[src/include/gs_pkg.sv]
// constants for the geometry stage front end
// assumes a 32-bit command dword stream and 32-bit apb
package gs_pkg;
   // apb register byte offsets
   localparam logic [7:0] reg_control = 8'h00;
   localparam logic [7:0] reg_status = 8'h04;
   localparam logic [7:0] reg_index_base = 8'h10;
   localparam logic [7:0] reg_max_index = 8'h20;
   localparam logic [7:0] reg_kernel = 8'h24;
   localparam logic [7:0] reg_flags = 8'h28;
   localparam logic [7:0] reg_scratch = 8'h2c;
   localparam logic [7:0] reg_const_len = 8'h30;
   // command header fields
   localparam logic [2:0] cmd_type_3d = 3'h3;
   localparam logic [1:0] cmd_subtype_3d = 2'h3;
   localparam logic [2:0] cmd_opcode_np = 3'h1;
   localparam logic [7:0] cmd_sub_index = 8'h0b;
   localparam int cmd_len_bias = 2;
   // state block fields
   localparam int kernel_lsb = 6;
   localparam int regcnt_lsb = 1;
   localparam int single_flow_bit = 31;
   localparam int bind_lsb = 18;
   localparam int prio_bit = 17;
   localparam int float_bit = 16;
   localparam int ex_illegal_bit = 13;
   localparam int ex_stack_bit = 11;
   localparam int ex_soft_bit = 7;
   localparam int cr_illegal_bit = 12;
   localparam int cr_stack_bit = 11;
   localparam int cr_soft_bit = 13;
   localparam int scratch_lsb = 10;
   localparam logic [3:0] scratch_max_code = 4'hb;
   localparam int const_len_lsb = 25;
   localparam int regs_per_block = 16;
   localparam logic [31:0] control_reset = 32'h0000_0000;
endpackage

[src/logic/gs_index_load.sv]
// decoder of the streamed vertex index load command
// assumes dwords arrive in order with a valid strobe
`timescale 1ns/1ps
module gs_index_load
   import gs_pkg::*;
(
   input wire logic pclk,
   input wire logic presetn,
   input wire logic ce,
   input wire logic dw_valid,
   input wire logic [31:0] dw_data,
   input wire logic pipe_idle,
   output logic flush_req,
   output logic load_valid,
   output logic [1:0] load_sel,
   output logic [31:0] load_value,
   output logic max_valid,
   output logic [31:0] max_value,
   output logic bad_cmd
);
   typedef enum logic [4:0] {
      s_head = 5'b00001, s_sel = 5'b00010, s_val = 5'b00100, s_max = 5'b01000, s_flush = 5'b10000
   } ld_state_type;
   ld_state_type state;
   logic [7:0] len;
   logic [1:0] sel;
   logic [31:0] value;
   logic has_max;
   wire hdr_match = dw_data[31:29] == cmd_type_3d && dw_data[28:27] == cmd_subtype_3d
      && dw_data[26:24] == cmd_opcode_np && dw_data[23:16] == cmd_sub_index;
   always_ff @(posedge pclk or negedge presetn) begin
      if (!presetn) begin
         state <= s_head;
         len <= 8'h00;
         sel <= 2'h0;
         value <= 32'h0000_0000;
         has_max <= 1'b0;
         flush_req <= 1'b0;
         load_valid <= 1'b0;
         load_sel <= 2'h0;
         load_value <= 32'h0000_0000;
         max_valid <= 1'b0;
         max_value <= 32'h0000_0000;
         bad_cmd <= 1'b0;
      end else if (ce) begin
         load_valid <= 1'b0;
         max_valid <= 1'b0;
         bad_cmd <= 1'b0;
         case (state)
            s_head: begin
               if (dw_valid) begin
                  if (hdr_match) begin
                     len <= dw_data[7:0];
                     has_max <= dw_data[7:0] >= 8'h02;
                     state <= s_sel;
                  end else begin
                     bad_cmd <= 1'b1;
                  end
               end
            end
            s_sel: begin
               if (dw_valid) begin
                  sel <= dw_data[30:29];
                  state <= s_val;
               end
            end
            s_val: begin
               if (dw_valid) begin
                  value <= dw_data;
                  state <= has_max ? s_max : s_flush;
                  flush_req <= !has_max;
               end
            end
            s_max: begin
               if (dw_valid) begin
                  max_value <= dw_data;
                  max_valid <= 1'b1;
                  flush_req <= 1'b1;
                  state <= s_flush;
               end
            end
            s_flush: begin
               if (pipe_idle) begin
                  flush_req <= 1'b0;
                  load_valid <= 1'b1;
                  load_sel <= sel;
                  load_value <= value;
                  state <= s_head;
               end
            end
            default: state <= s_head;
         endcase
      end
   end
endmodule

[src/logic/geometry_state_block_decode.sv]
// field extraction for the geometry state block
// assumes four state dwords presented together
`timescale 1ns/1ps
module geometry_state_block_decode
   import gs_pkg::*;
(
   input wire logic [31:0] dw0,
   input wire logic [31:0] dw1,
   input wire logic [31:0] dw2,
   input wire logic [31:0] dw3,
   output logic [25:0] kernel_ptr,
   output logic [7:0] reg_count,
   output logic flow_ok,
   output logic [7:0] bind_count,
   output logic high_prio,
   output logic alt_float,
   output logic [15:0] cr_exc,
   output logic [21:0] scratch_base,
   output logic [21:0] scratch_kb,
   output logic [5:0] const_len
);
   assign kernel_ptr = dw0[31:kernel_lsb];
   assign reg_count = 8'((dw0[3:regcnt_lsb] + 4'h1) * regs_per_block);
   assign flow_ok = dw1[single_flow_bit];
   assign bind_count = dw1[bind_lsb+7:bind_lsb];
   assign high_prio = dw1[prio_bit];
   assign alt_float = dw1[float_bit];
   always_comb begin
      cr_exc = 16'h0000;
      cr_exc[cr_illegal_bit] = dw1[ex_illegal_bit];
      cr_exc[cr_stack_bit] = dw1[ex_stack_bit];
      cr_exc[cr_soft_bit] = dw1[ex_soft_bit];
   end
   assign scratch_base = dw2[31:scratch_lsb];
   assign scratch_kb = (dw2[3:0] <= scratch_max_code) ? (22'h1 << dw2[3:0]) : 22'h0;
   assign const_len = dw3[const_len_lsb+5:const_len_lsb];
endmodule

[src/logic/gs_front.sv]
// geometry stage front end: vertex assembly, pass-through, state and index registers
// assumes an apb master, a command dword stream and a vertex stream from the vertex stage
`timescale 1ns/1ps
module gs_front
   import gs_pkg::*;
#(
   parameter int verts_per_object = 3
)
(
   input wire logic pclk,
   input wire logic presetn,
   input wire logic ce,
   input wire logic psel,
   input wire logic penable,
   input wire logic pwrite,
   input wire logic [7:0] paddr,
   input wire logic [31:0] pwdata,
   output logic [31:0] prdata,
   output logic pready,
   output logic pslverr,
   input wire logic cmd_valid,
   input wire logic [31:0] cmd_data,
   input wire logic vtx_valid,
   input wire logic [31:0] vtx_handle,
   input wire logic [31:0] vtx_header,
   output logic clipping_stage_valid,
   output logic [31:0] clipping_stage_handle,
   output logic [31:0] clipping_stage_header,
   output logic spawn_valid,
   output logic [31:0] spawn_handle0,
   output logic [31:0] spawn_handle1,
   output logic [31:0] spawn_handle2,
   output logic [31:0] spawn_kernel,
   output logic [15:0] spawn_cr,
   output logic spawn_high_prio,
   output logic spawn_alt_float,
   output logic [5:0] spawn_const_len,
   output logic [127:0] spawn_indices
);
   // ***************************
   // registers and apb decode
   // ***************************
   logic [31:0] control;
   logic [31:0] index [4];
   logic [31:0] max_index;
   logic [31:0] st0, st1, st2, st3;
   logic [7:0] status_bits;
   wire access = psel && penable;
   wire wr = access && pwrite;
   wire hit_ctrl = paddr == reg_control;
   wire hit_stat = paddr == reg_status;
   wire hit_idx = paddr[7:4] == reg_index_base[7:4] && paddr[1:0] == 2'h0;
   wire hit_max = paddr == reg_max_index;
   wire hit_k = paddr == reg_kernel;
   wire hit_f = paddr == reg_flags;
   wire hit_s = paddr == reg_scratch;
   wire hit_c = paddr == reg_const_len;
   wire mapped = hit_ctrl || hit_stat || hit_idx || hit_max || hit_k || hit_f || hit_s || hit_c;
   wire [31:0] rd_mux = hit_ctrl ? control : hit_stat ? {24'h0, status_bits} :
      hit_idx ? index[paddr[3:2]] : hit_max ? max_index : hit_k ? st0 : hit_f ? st1 :
      hit_s ? st2 : hit_c ? st3 : 32'h0000_0000;
   wire enabled = control[0];
   // ***************************
   // index load command
   // ***************************
   logic flush_req, load_valid, max_valid, bad_cmd;
   logic [1:0] load_sel;
   logic [31:0] load_value, max_value;
   logic busy;
   gs_index_load u_load (
      .pclk(pclk), .presetn(presetn), .ce(ce), .dw_valid(cmd_valid), .dw_data(cmd_data),
      .pipe_idle(!busy), .flush_req(flush_req), .load_valid(load_valid), .load_sel(load_sel),
      .load_value(load_value), .max_valid(max_valid), .max_value(max_value), .bad_cmd(bad_cmd)
   );
   // ***************************
   // state decode
   // ***************************
   logic [25:0] kernel_ptr;
   logic [7:0] reg_count, bind_count;
   logic flow_ok, high_prio, alt_float;
   logic [15:0] cr_exc;
   logic [21:0] scratch_base, scratch_kb;
   logic [5:0] const_len;
   geometry_state_block_decode u_dec (
      .dw0(st0), .dw1(st1), .dw2(st2), .dw3(st3), .kernel_ptr(kernel_ptr), .reg_count(reg_count),
      .flow_ok(flow_ok), .bind_count(bind_count), .high_prio(high_prio), .alt_float(alt_float),
      .cr_exc(cr_exc), .scratch_base(scratch_base), .scratch_kb(scratch_kb), .const_len(const_len)
   );
   assign status_bits = {4'h0, bad_cmd, flush_req, flow_ok, busy};
   always_ff @(posedge pclk or negedge presetn) begin
      if (!presetn) begin
         control <= control_reset;
         max_index <= 32'h0000_0000;
         st0 <= 32'h0000_0000;
         st1 <= 32'h0000_0000;
         st2 <= 32'h0000_0000;
         st3 <= 32'h0000_0000;
         prdata <= 32'h0000_0000;
         pready <= 1'b0;
         pslverr <= 1'b0;
      end else if (ce) begin
         pready <= access && !pready;
         pslverr <= access && !pready && !mapped;
         prdata <= (access && !pwrite && !pready) ? rd_mux : 32'h0000_0000;
         if (wr && !pready && hit_ctrl) begin
            control <= pwdata;
         end
         if (wr && !pready && hit_k) begin
            st0 <= pwdata;
         end
         if (wr && !pready && hit_f) begin
            st1 <= pwdata;
         end
         if (wr && !pready && hit_s) begin
            st2 <= pwdata;
         end
         if (wr && !pready && hit_c) begin
            st3 <= pwdata;
         end
         if (max_valid) begin
            max_index <= max_value;
         end
      end
   end
   always_ff @(posedge pclk or negedge presetn) begin
      if (!presetn) begin
         for (int i = 0; i < 4; i++) begin
            index[i] <= 32'h0000_0000;
         end
      end else if (ce && load_valid) begin
         index[load_sel] <= load_value;
      end
   end
   // ***************************
   // vertex assembly and pass-through
   // ***************************
   logic [1:0] vcount;
   logic [31:0] hold0, hold1;
   wire last_vtx = vcount == 2'(verts_per_object - 1);
   assign busy = vcount != 2'h0;
   always_ff @(posedge pclk or negedge presetn) begin
      if (!presetn) begin
         vcount <= 2'h0;
         hold0 <= 32'h0000_0000;
         hold1 <= 32'h0000_0000;
         clipping_stage_valid <= 1'b0;
         clipping_stage_handle <= 32'h0000_0000;
         clipping_stage_header <= 32'h0000_0000;
         spawn_valid <= 1'b0;
         spawn_handle0 <= 32'h0000_0000;
         spawn_handle1 <= 32'h0000_0000;
         spawn_handle2 <= 32'h0000_0000;
         spawn_kernel <= 32'h0000_0000;
         spawn_cr <= 16'h0000;
         spawn_high_prio <= 1'b0;
         spawn_alt_float <= 1'b0;
         spawn_const_len <= 6'h00;
         spawn_indices <= 128'h0;
      end else if (ce) begin
         clipping_stage_valid <= 1'b0;
         spawn_valid <= 1'b0;
         if (vtx_valid && !flush_req && !enabled) begin
            clipping_stage_valid <= 1'b1;
            clipping_stage_handle <= vtx_handle;
            clipping_stage_header <= vtx_header;
         end else if (vtx_valid && !flush_req && enabled) begin
            if (vcount == 2'h0) begin
               hold0 <= vtx_handle;
            end
            if (vcount == 2'h1) begin
               hold1 <= vtx_handle;
            end
            vcount <= last_vtx ? 2'h0 : vcount + 2'h1;
            if (last_vtx) begin
               spawn_valid <= 1'b1;
               spawn_handle0 <= hold0;
               spawn_handle1 <= hold1;
               spawn_handle2 <= vtx_handle;
               spawn_kernel <= {kernel_ptr, 6'h00};
               spawn_cr <= cr_exc;
               spawn_high_prio <= high_prio;
               spawn_alt_float <= alt_float;
               spawn_const_len <= const_len;
               spawn_indices <= {index[3], index[2], index[1], index[0]};
            end
         end
      end
   end
endmodule

[config.mk]
export PLATFORM = sky130hd
export DESIGN_NAME = gs_front
export DESIGN_NICKNAME = d
export VERILOG_FILES = /design/src/include/gs_pkg.sv /design/src/logic/gs_index_load.sv /design/src/logic/geometry_state_block_decode.sv /design/src/logic/gs_front.sv
export SDC_FILE = /design/constraint.sdc
export NUM_CORES = 1
export LEC_CHECK = 0
export ABC_AREA = 1
export BUFFER_PORTS_ARGS = -buffer_cell sky130_fd_sc_hd__buf_2
export CORE_AREA = 10 10 280 282
export DETAILED_ROUTE_END_ITERATION = 10
export DIE_AREA = 0 0 290 292
export GPL_ROUTABILITY_DRIVEN = 0
export PLACE_DENSITY = 0.74
export SLEW_MARGIN = 20
export SYNTH_ARGS = -nofsm -noshare
export SYNTH_HDL_FRONTEND = slang
export SYNTH_HIERARCHICAL = 1
export SYNTH_SLANG_ARGS = --single-unit
[constraint.sdc]
create_clock -name pclk -period 1.5 [get_ports pclk]
set_input_delay 0.075 -clock pclk [delete_from_list [all_inputs] [get_ports pclk]]
set_output_delay 0.075 -clock pclk [all_outputs]
set_load 0.02 [all_outputs]
# ---- Word-level counts from Yosys, hierarchy flattened
# Cells that the tools add are included.
dict set report word_totals {
  elab_cells 169
  reg_bits 857
  inputBits 144
  output_inout_bits 380
}
dict set report op_classes {
  n_mux 39
  eq_ne 24
  bitwise 4
  n_addsub 1
  n_lt_le_gt_ge 4
  reduce_logical 57
}
# cell n
set op_table {}
lappend op_table {{32-bit 2-to-1 mux} 12}
lappend op_table {{128-bit bitwise mux} 1}
lappend op_table {{32-bit binary-select mux with 2-bit select} 1}
lappend op_table {{32-bit demux with 2-bit select} 1}
lappend op_table {{8-bit by 6-bit equality test with 1-bit output (second input constant)} 5}
lappend op_table {{5-bit 2-to-1 mux} 7}
lappend op_table {{5-bit case mux with 5 select lines} 1}
lappend op_table {{1-bit logical AND} 21}
lappend op_table {{4-bit AND reduction} 4}
lappend op_table {{3-bit AND reduction} 5}
lappend op_table {{1-bit 2-to-1 mux} 14}
lappend op_table {{2-bit AND reduction} 7}
lappend op_table {{2-bit != test (second input constant)} 5}
lappend op_table {{8-bit by 3-bit equality test with 1-bit output (second input constant)} 1}
lappend op_table {{8-bit by 4-bit equality test with 1-bit output (second input constant)} 1}
lappend op_table {{8-bit by 2-bit >= comparator with 1-bit output (second input constant)} 1}
lappend op_table {{8-bit zero test} 1}
lappend op_table {{1-bit logical OR} 7}
lappend op_table {{7-bit AND reduction} 1}
lappend op_table {{3-bit >= comparator (second input constant)} 2}
lappend op_table {{1-bit zero test} 6}
lappend op_table {{2-bit inverter with 3-bit output} 2}
lappend op_table {{5-bit by 1-bit equality test with 1-bit output (second input constant)} 1}
lappend op_table {{5-bit by 2-bit equality test with 1-bit output (second input constant)} 1}
lappend op_table {{other kinds (18)} 21}

# ---- Longest topological paths before layout
# Gate-level depths: netlist (run 1).
dict set report logic_depth {
  ltp_word 10
  mapped_depth 15
  mapped_depth_nobuf 13
}

# ---- By module
# Netlist (run 1), hierarchy kept.
# mod n_inst cells_per_inst seq_area_each_um2 area_per_inst_um2
set by_module_without_submodules {}
lappend by_module_without_submodules {gs_front 1 3132 19018.2 30830.8}
lappend by_module_without_submodules {gs_index_load 1 483 2753.9 4400.5}
lappend by_module_without_submodules {geometry_state_block_decode 1 127 0.0 853.3}

# ---- Least setup slack after synthesis (run 1)
# OpenSTA, ideal clock, no wires.
dict set report synth_timing {
  path_kind {reg2reg}
  start {reg pready}
  end {reg st0[10]}
  required_ps 1370
  path_buffers 1
  setup_ps 130
  synth_period_minus_slack_ps 1596
  slack_ps -96
  arrival_time_ps 1466
  stages_incl_launch_ff 8
  cell_sequence {dfrtp_1 inv_1 nand4_1 nor2_2 nand2_1 clkbuf_1 nand2_1 o21ai_0}
}
dict set report synth_via {
  elab_chain_len 4
}
# element line_no
set synth_rtl {}
lappend synth_rtl {{start, declared} gs_front.sv:19} ;# output logic pready,
lappend synth_rtl {{start signal, assigned} gs_front.sv:102} ;# pready <= access && !pready;
lappend synth_rtl {{1-bit zero test} gs_front.sv:108} ;# if (wr && !pready && hit_k) begin
lappend synth_rtl {{1-bit logical AND (2 in a row)} gs_front.sv:108}
lappend synth_rtl {{2-bit AND reduction (no source line)} n/a}
lappend synth_rtl {{end signal, assigned} gs_front.sv:109} ;# st0 <= pwdata;
lappend synth_rtl {{end, declared} gs_front.sv:46} ;# logic [31:0] st0, st1, st2, st3;
# Every way passes these cells.
# A chain may end at the register's enable or synchronous reset.

# ---- Worst setup path in the final report (run 1)
dict set report layout_timing {
  start {reg pready}
  end {reg st0[8]}
}
# Same word-level chain as after synthesis.

==> results of run 1 <==
==> per-layer routing <==
layer  vias up  track usage, %
met5         -               0
met1     15000            32.9
met2      1624            43.5
li1      13400               -
met3       347            5.37
met4         4            9.87
==> per-stage QoR <==
stage,utilization [%],hold slack (ns)
global placement,55.8,-0.000402
detailed placement,55.8,-0.00462
global route,65.6,0.0908
finish,65.6,0.0847
CTS,62.3,0.0253
floorplan,-,-0.221
==> path summary, 6_finish.rpt <==
path | end | cells past startpoint
max | st0[8] | 8
min | vcount[1] | 5
max reg2reg | st0[8] | 8
min reg2reg | prdata[28] | 2
max in group asynchronous | u_load/load_value[1] | 3
min in group asynchronous | clipping_stage_handle[11] | 3
==> what timing repair did <==
| item | 4_1_cts | 5_1_grt |
|---|---|---|
| buffers inserted | 6 | 11 |
| gates cloned | 5 | 64 |
| pin swaps | 3 | 4 |
| setup endpoints to repair | 299 | 785 |
| hold buffers | 136 | 0 |
| endpoints found under the hold margin | 1278 | 0 |
| gates resized for setup | 31 | 328 |
==> worst max-delay path, stage by stage, from the launching register on <==
cell and delay (ns):
dfrtp_1 0.38, inv_1 0.06, nand4_1 0.10, buf_4 0.16, nor2_4 0.12, buf_12 0.20, nand2_4 0.14, buf_8 0.23
o21ai_0 0.23
==> power by group through the flow <==
stage,registers (mW),logic (mW),clock network [mW]
after global placement,24.4,2.88,0
after global routing,24.0,3.62,24.1
after CTS,24.0,3.23,23.1
after floorplan,24.7,0.839,0
after detailed placement,24.4,2.92,0
final,24.0,3.36,22.9
==> cell usage in the layout, fill, tap and decap left out, types with 6 or more instances in the layout <==
cell,count
o21ai_0,432
nand2_2,42
clkinv_2,13
o21ai_2,48
nor2_4,12
buf_4,118
buf_12,68
clkbuf_1,18
o22ai_1,11
nor2_2,6
buf_16,10
o21ai_1,215
clkbuf_16,139
nand2_1,956
nand4_1,41
nor3_1,6
or2_0,12
conb_1,19
nor2_1,24
nand3_2,15
mux2_2,152
mux2_1,20
dfrtp_1,869
buf_8,18
a21oi_1,34
nand3_1,35
inv_2,12
nand2_4,46
buf_6,29
or2_2,14
o2111ai_1,28
clkbuf_8,26
inv_1,340
buf_2,517
mux2_4,17
dlygate4sd3_1,135
==> cell type report <==
type	count	area (um2)	area share, %
sequential	870	21800	45.7
multi-input combinational	2206	12100	25.4
timing repair buffer	941	8200	17.2
clock buffer	138	2780	5.83
inverter	354	1330	2.79
tap	959	1200	2.52
clock inverter	24	272	0.570
antenna	3	7.51	0.0158
==> qor.txt, run 1 <==
RSZ-0062 raised after global routing: yes
DIE AREA: 84700 um2
Crit. Startpoint: pready
Pwr Total: 50.2 mW
FMAX: 576 MHz
Yosys warnings: 6
Setup WS post-layout: -0.238 ns
Outcome: finished with violations
Synthesized area per cell: 9.71 um2
Switching Share: 23.4%
Switching power total: 11.8 mW
Starting Density: 49.1%
Reg clk slew, reported paths: 0.07 ns
Dpl cells: 5108
I/O Buffers: 517
Worst slew margin: 57.2%
Worst setup path category: flop to flop
Comb power frac: 6.7%
Die height: 292 um
Via density: 5.53
Final Cycle Share: 116%
DR iter-0 viols: 3170
Top flop regs: index (128), spawn_indices (128)
Post-Layout Inst Area: 47600 um2
Post-Route WL: 125 mm
Max layer used: met5
First-pass DRT Iterations: 6
Worst Skew: 0.0224 ns
Hold Fails Final Rpt: 0
GRT Total Usage: 26.0%
Final std cells w/o fill: 5495
Initial antenna violation count: 4
Post-Syn Instances: 3667
Antenna Violating Nets Remaining: 0
HPWL after detailed placement: 80.7 mm
Syn Std Cell Area: 35600 um2
Leak Pwr: 24.3 nW
I/O pin total: 524
Post-detailed-route DRC marker count: 0
Pins Over Slew Limit: 0
Die Width: 290 um
Hold WC Path Type: input port to flop
Worst-Margin Slew: 0.639 ns
Cell row count: 99
Synthesis-to-finish area growth: 33.7%
Clock Sinks: 870
Dpl ws: -0.275 ns
CORE AREA: 72600 um2
Setup Viol. Count Final: 520
Largest net degree at the start of global routing: 96
Vias in the first global route: 28.9k
Vias: 30.4k
Crit. End Element: flop
CTS root buf: clkbuf_16
Worst Path Required: 2.04 ns
Crit path arrival time: 2.28 ns
Placed inst area: 40500 um2
Routed len/inst: 22.8 um
WL met3: 11.4 mm
Htree depth: 3
Failing checks: setup timing
Nature of the critical path startpoint: flop
Fraction of layout cells with a size suffix above 1: 29.3%
TritonCTS Buffers: 90
CTS Buffer Depth: 3
Reg-to-Reg Start: pready
CP Max Fanout: 12
DR WL met2: 60.0 mm
Worst-skew pair later-pin latency: 0.65 ns
Wl on met1: 48.3 mm
TritonCTS clock tree: built
Power density cells: 1050 nW/um2
Grt total ovfl: 0
Reg power frac: 47.7%
Min-Delay Startpoint: ce
R2R Setup Slk: -0.24 ns
Fin crit period: 1.74 ns
Nets: 4607
TNS Setup: -49.38 ns
First-pass GRT wire length: 174 mm
Max-Cap Viols: 0
Part of the power in the clock network: 45.6%
Fillers: 5406
Max VDD drop: 1.02 mV
Internal power: 38.5 mW
(Power assumes the default switching activity.)
==> run 2, diff against run 1 <==
--- a/config.mk
+++ b/config.mk
@@ -7,11 +7,11 @@
 export LEC_CHECK = 0
 export ABC_AREA = 1
 export BUFFER_PORTS_ARGS = -buffer_cell sky130_fd_sc_hd__buf_2
-export CORE_AREA = 10 10 280 282
+export CORE_AREA = 10 10 295 297
 export DETAILED_ROUTE_END_ITERATION = 10
-export DIE_AREA = 0 0 290 292
+export DIE_AREA = 0 0 305 307
 export GPL_ROUTABILITY_DRIVEN = 0
-export PLACE_DENSITY = 0.74
+export PLACE_DENSITY = 0.67
 export SLEW_MARGIN = 20
 export SYNTH_ARGS = -nofsm -noshare
 export SYNTH_HDL_FRONTEND = slang
==> run 2 against run 1 <==
Net effect:
- the run still ends with setup timing left
- hold slack got worse by 0.035 ns
- critical endpoint is now spawn_kernel[9]
- sequential power barely moved
- critical path type unchanged
- design area fell by 3.7%
- sequential cell count did not move
- die area rose by 11%
- clock power rose by 5%
- non-clock buffer count fell by 57
==> qor.txt, run 2 (synthesized netlist as in run 1, its figures left out) <==
RSZ-0062 raised after global routing: yes
Die height: 307 um
Fillers: 7007
Clock Sinks: 870
Worst Path Required: 2.01 ns
CTS Buffer Depth: 3
Dpl ws: -0.378 ns
Grt total ovfl: 0
FMAX: 595 MHz
Dpl cells: 5233
Max layer used: met5
Post-Route WL: 113 mm
Crit path arrival time: 2.19 ns
FF/Latch Area: 21800 um2
Commonest non-fill, non-tap cells in the layout: 1036 x nand2_1, 869 x dfrtp_1, 516 x buf_2, 494 x o21ai_0, 340 x inv_1
Fraction of layout cells with a size suffix above 1: 25.7%
Crit. End Element: flop
Antenna Violating Nets Remaining: 0
Synthesis-to-finish area growth: 28.8%
Nets: 4550
Post-Layout Inst Area: 45900 um2
I/O pin total: 524
I/O Buffers: 517
Routed len/inst: 20.4 um
DIE AREA: 93600 um2
Die Width: 305 um
Area of the multi-input gates: 11400 um2
CORE AREA: 81300 um2
Top flop regs: index (128), spawn_indices (128)
Nature of the critical path startpoint: flop
Most common cell after layout, fill and taps aside: nand2_1
Worst Skew: 0.0317 ns
Pwr Total: 51.3 mW
Worst slew margin: 66.4%
Final std cells w/o fill: 5554
Reg clk slew, reported paths: 0.06 ns
Power density cells: 1120 nW/um2
Placed inst area: 40900 um2
CP Max Fanout: 48
Cell row count: 105
Starting Density: 43.8%
Worst-Margin Slew: 0.504 ns
Fin crit period: 1.68 ns
Post-detailed-route DRC marker count: 0
Vias: 28.3k
Initial antenna violation count: 6
Max-Cap Viols: 0
HPWL after detailed placement: 82.7 mm
Pins Over Slew Limit: 0
Final design utilization: 56.4%
First-pass DRT Iterations: 8
Leak Pwr: 23.4 nW
Hold WC Path Type: input port to flop
TritonCTS clock tree: built
Vias in the first global route: 28.2k
Hold Fails Final Rpt: 0
DR iter-0 viols: 2366
Wl on met1: 46.7 mm
Via density: 5.09
Setup WS post-layout: -0.180 ns
Worst path slowest cell: dfrtp_1
Max incr delay on CP: 0.39 ns
Largest net degree at the start of global routing: 74
Outcome: finished with violations
WL met3: 8.22 mm
Worst-skew pair later-pin latency: 0.66 ns
TritonCTS Buffers: 92
DR WL met2: 55.2 mm
Final Cycle Share: 112%
Setup Viol. Count Final: 310
GRT Total Usage: 23.5%
CTS root buf: clkbuf_16
First-pass GRT wire length: 173 mm
Max VDD drop: 0.879 mV
Failing checks: setup timing
Worst setup path category: flop to flop
Htree depth: 3
Worst path cell trace: inv_2 > nand3_2 > nor2_4 > nand3_4 > buf_12 > buf_4 > mux2_2
[run 2: stage by stage]
stage	TNS [ns]	hold slack, ns
after floorplan	-0.788	-0.221
after global placement	-38.36	-0.0151
after detailed placement	-52.25	-0.0161
after CTS	-17.71	0.0145
after global routing	-64.39	0.0747
final	-18.84	0.0500
[run 2: report_power, final]
part	switching (mW)	total [mW]	internal [mW]	leakage, nW
logic	2.05	3.30	1.25	9.96
registers	0.179	24.0	23.8	11.8
clock network	9.83	24.0	14.2	1.58
total	12.1	51.3	39.2	23.4
[run 2: metal layers]
layer  vias up  global-route usage, %
met2      1014                   39.6
met4         4                   7.72
met3       185                   5.34
met5         -                      0
met1     13700                   29.8
li1      13300                      -
[run 2: final cells by class]
type / instances / share of cell area (%)
diodes: 3 / 0.0164
clock buffers: 133 / 5.90
clock inverters: 36 / 1.18
inverters: 354 / 2.90
multi-input cells: 2204 / 24.8
flip-flops and latches: 870 / 47.5
well taps: 1070 / 2.92
repair buffers: 884 / 14.8
[run 2: repair_timing]
action,in CTS,in global routing
cloned,0,5
resized for setup,8,35
pin swaps,3,1
hold buffers,137,0
buffers inserted,1,6
hold endpoints to repair,1282,0
endpoints found under the setup margin,312,637
[run 2: critical path: cells and delay by family (launching register included)]
kind          cells  cell delay [ns]
simple gates      3             0.35
mux               1             0.26
flops             1             0.39
buf+inv           3             0.47
[run 2: final timing paths]
| kind | startpoint | end | slack (ns) | cells past startpoint |
|---|---|---|---|---|
| max | u_load/flush_req | spawn_kernel[9] | -0.18 | 7 |
| min | ce | vcount[1] | 0.05 | 5 |
| max reg2reg | u_load/flush_req | spawn_kernel[9] | -0.18 | 7 |
| min reg2reg | prdata[27] | prdata[27] | 0.47 | 2 |
| max in group asynchronous | presetn | spawn_cr[4] | 0.90 | 4 |
| min in group asynchronous | presetn | index[91] | 0.10 | 3 |
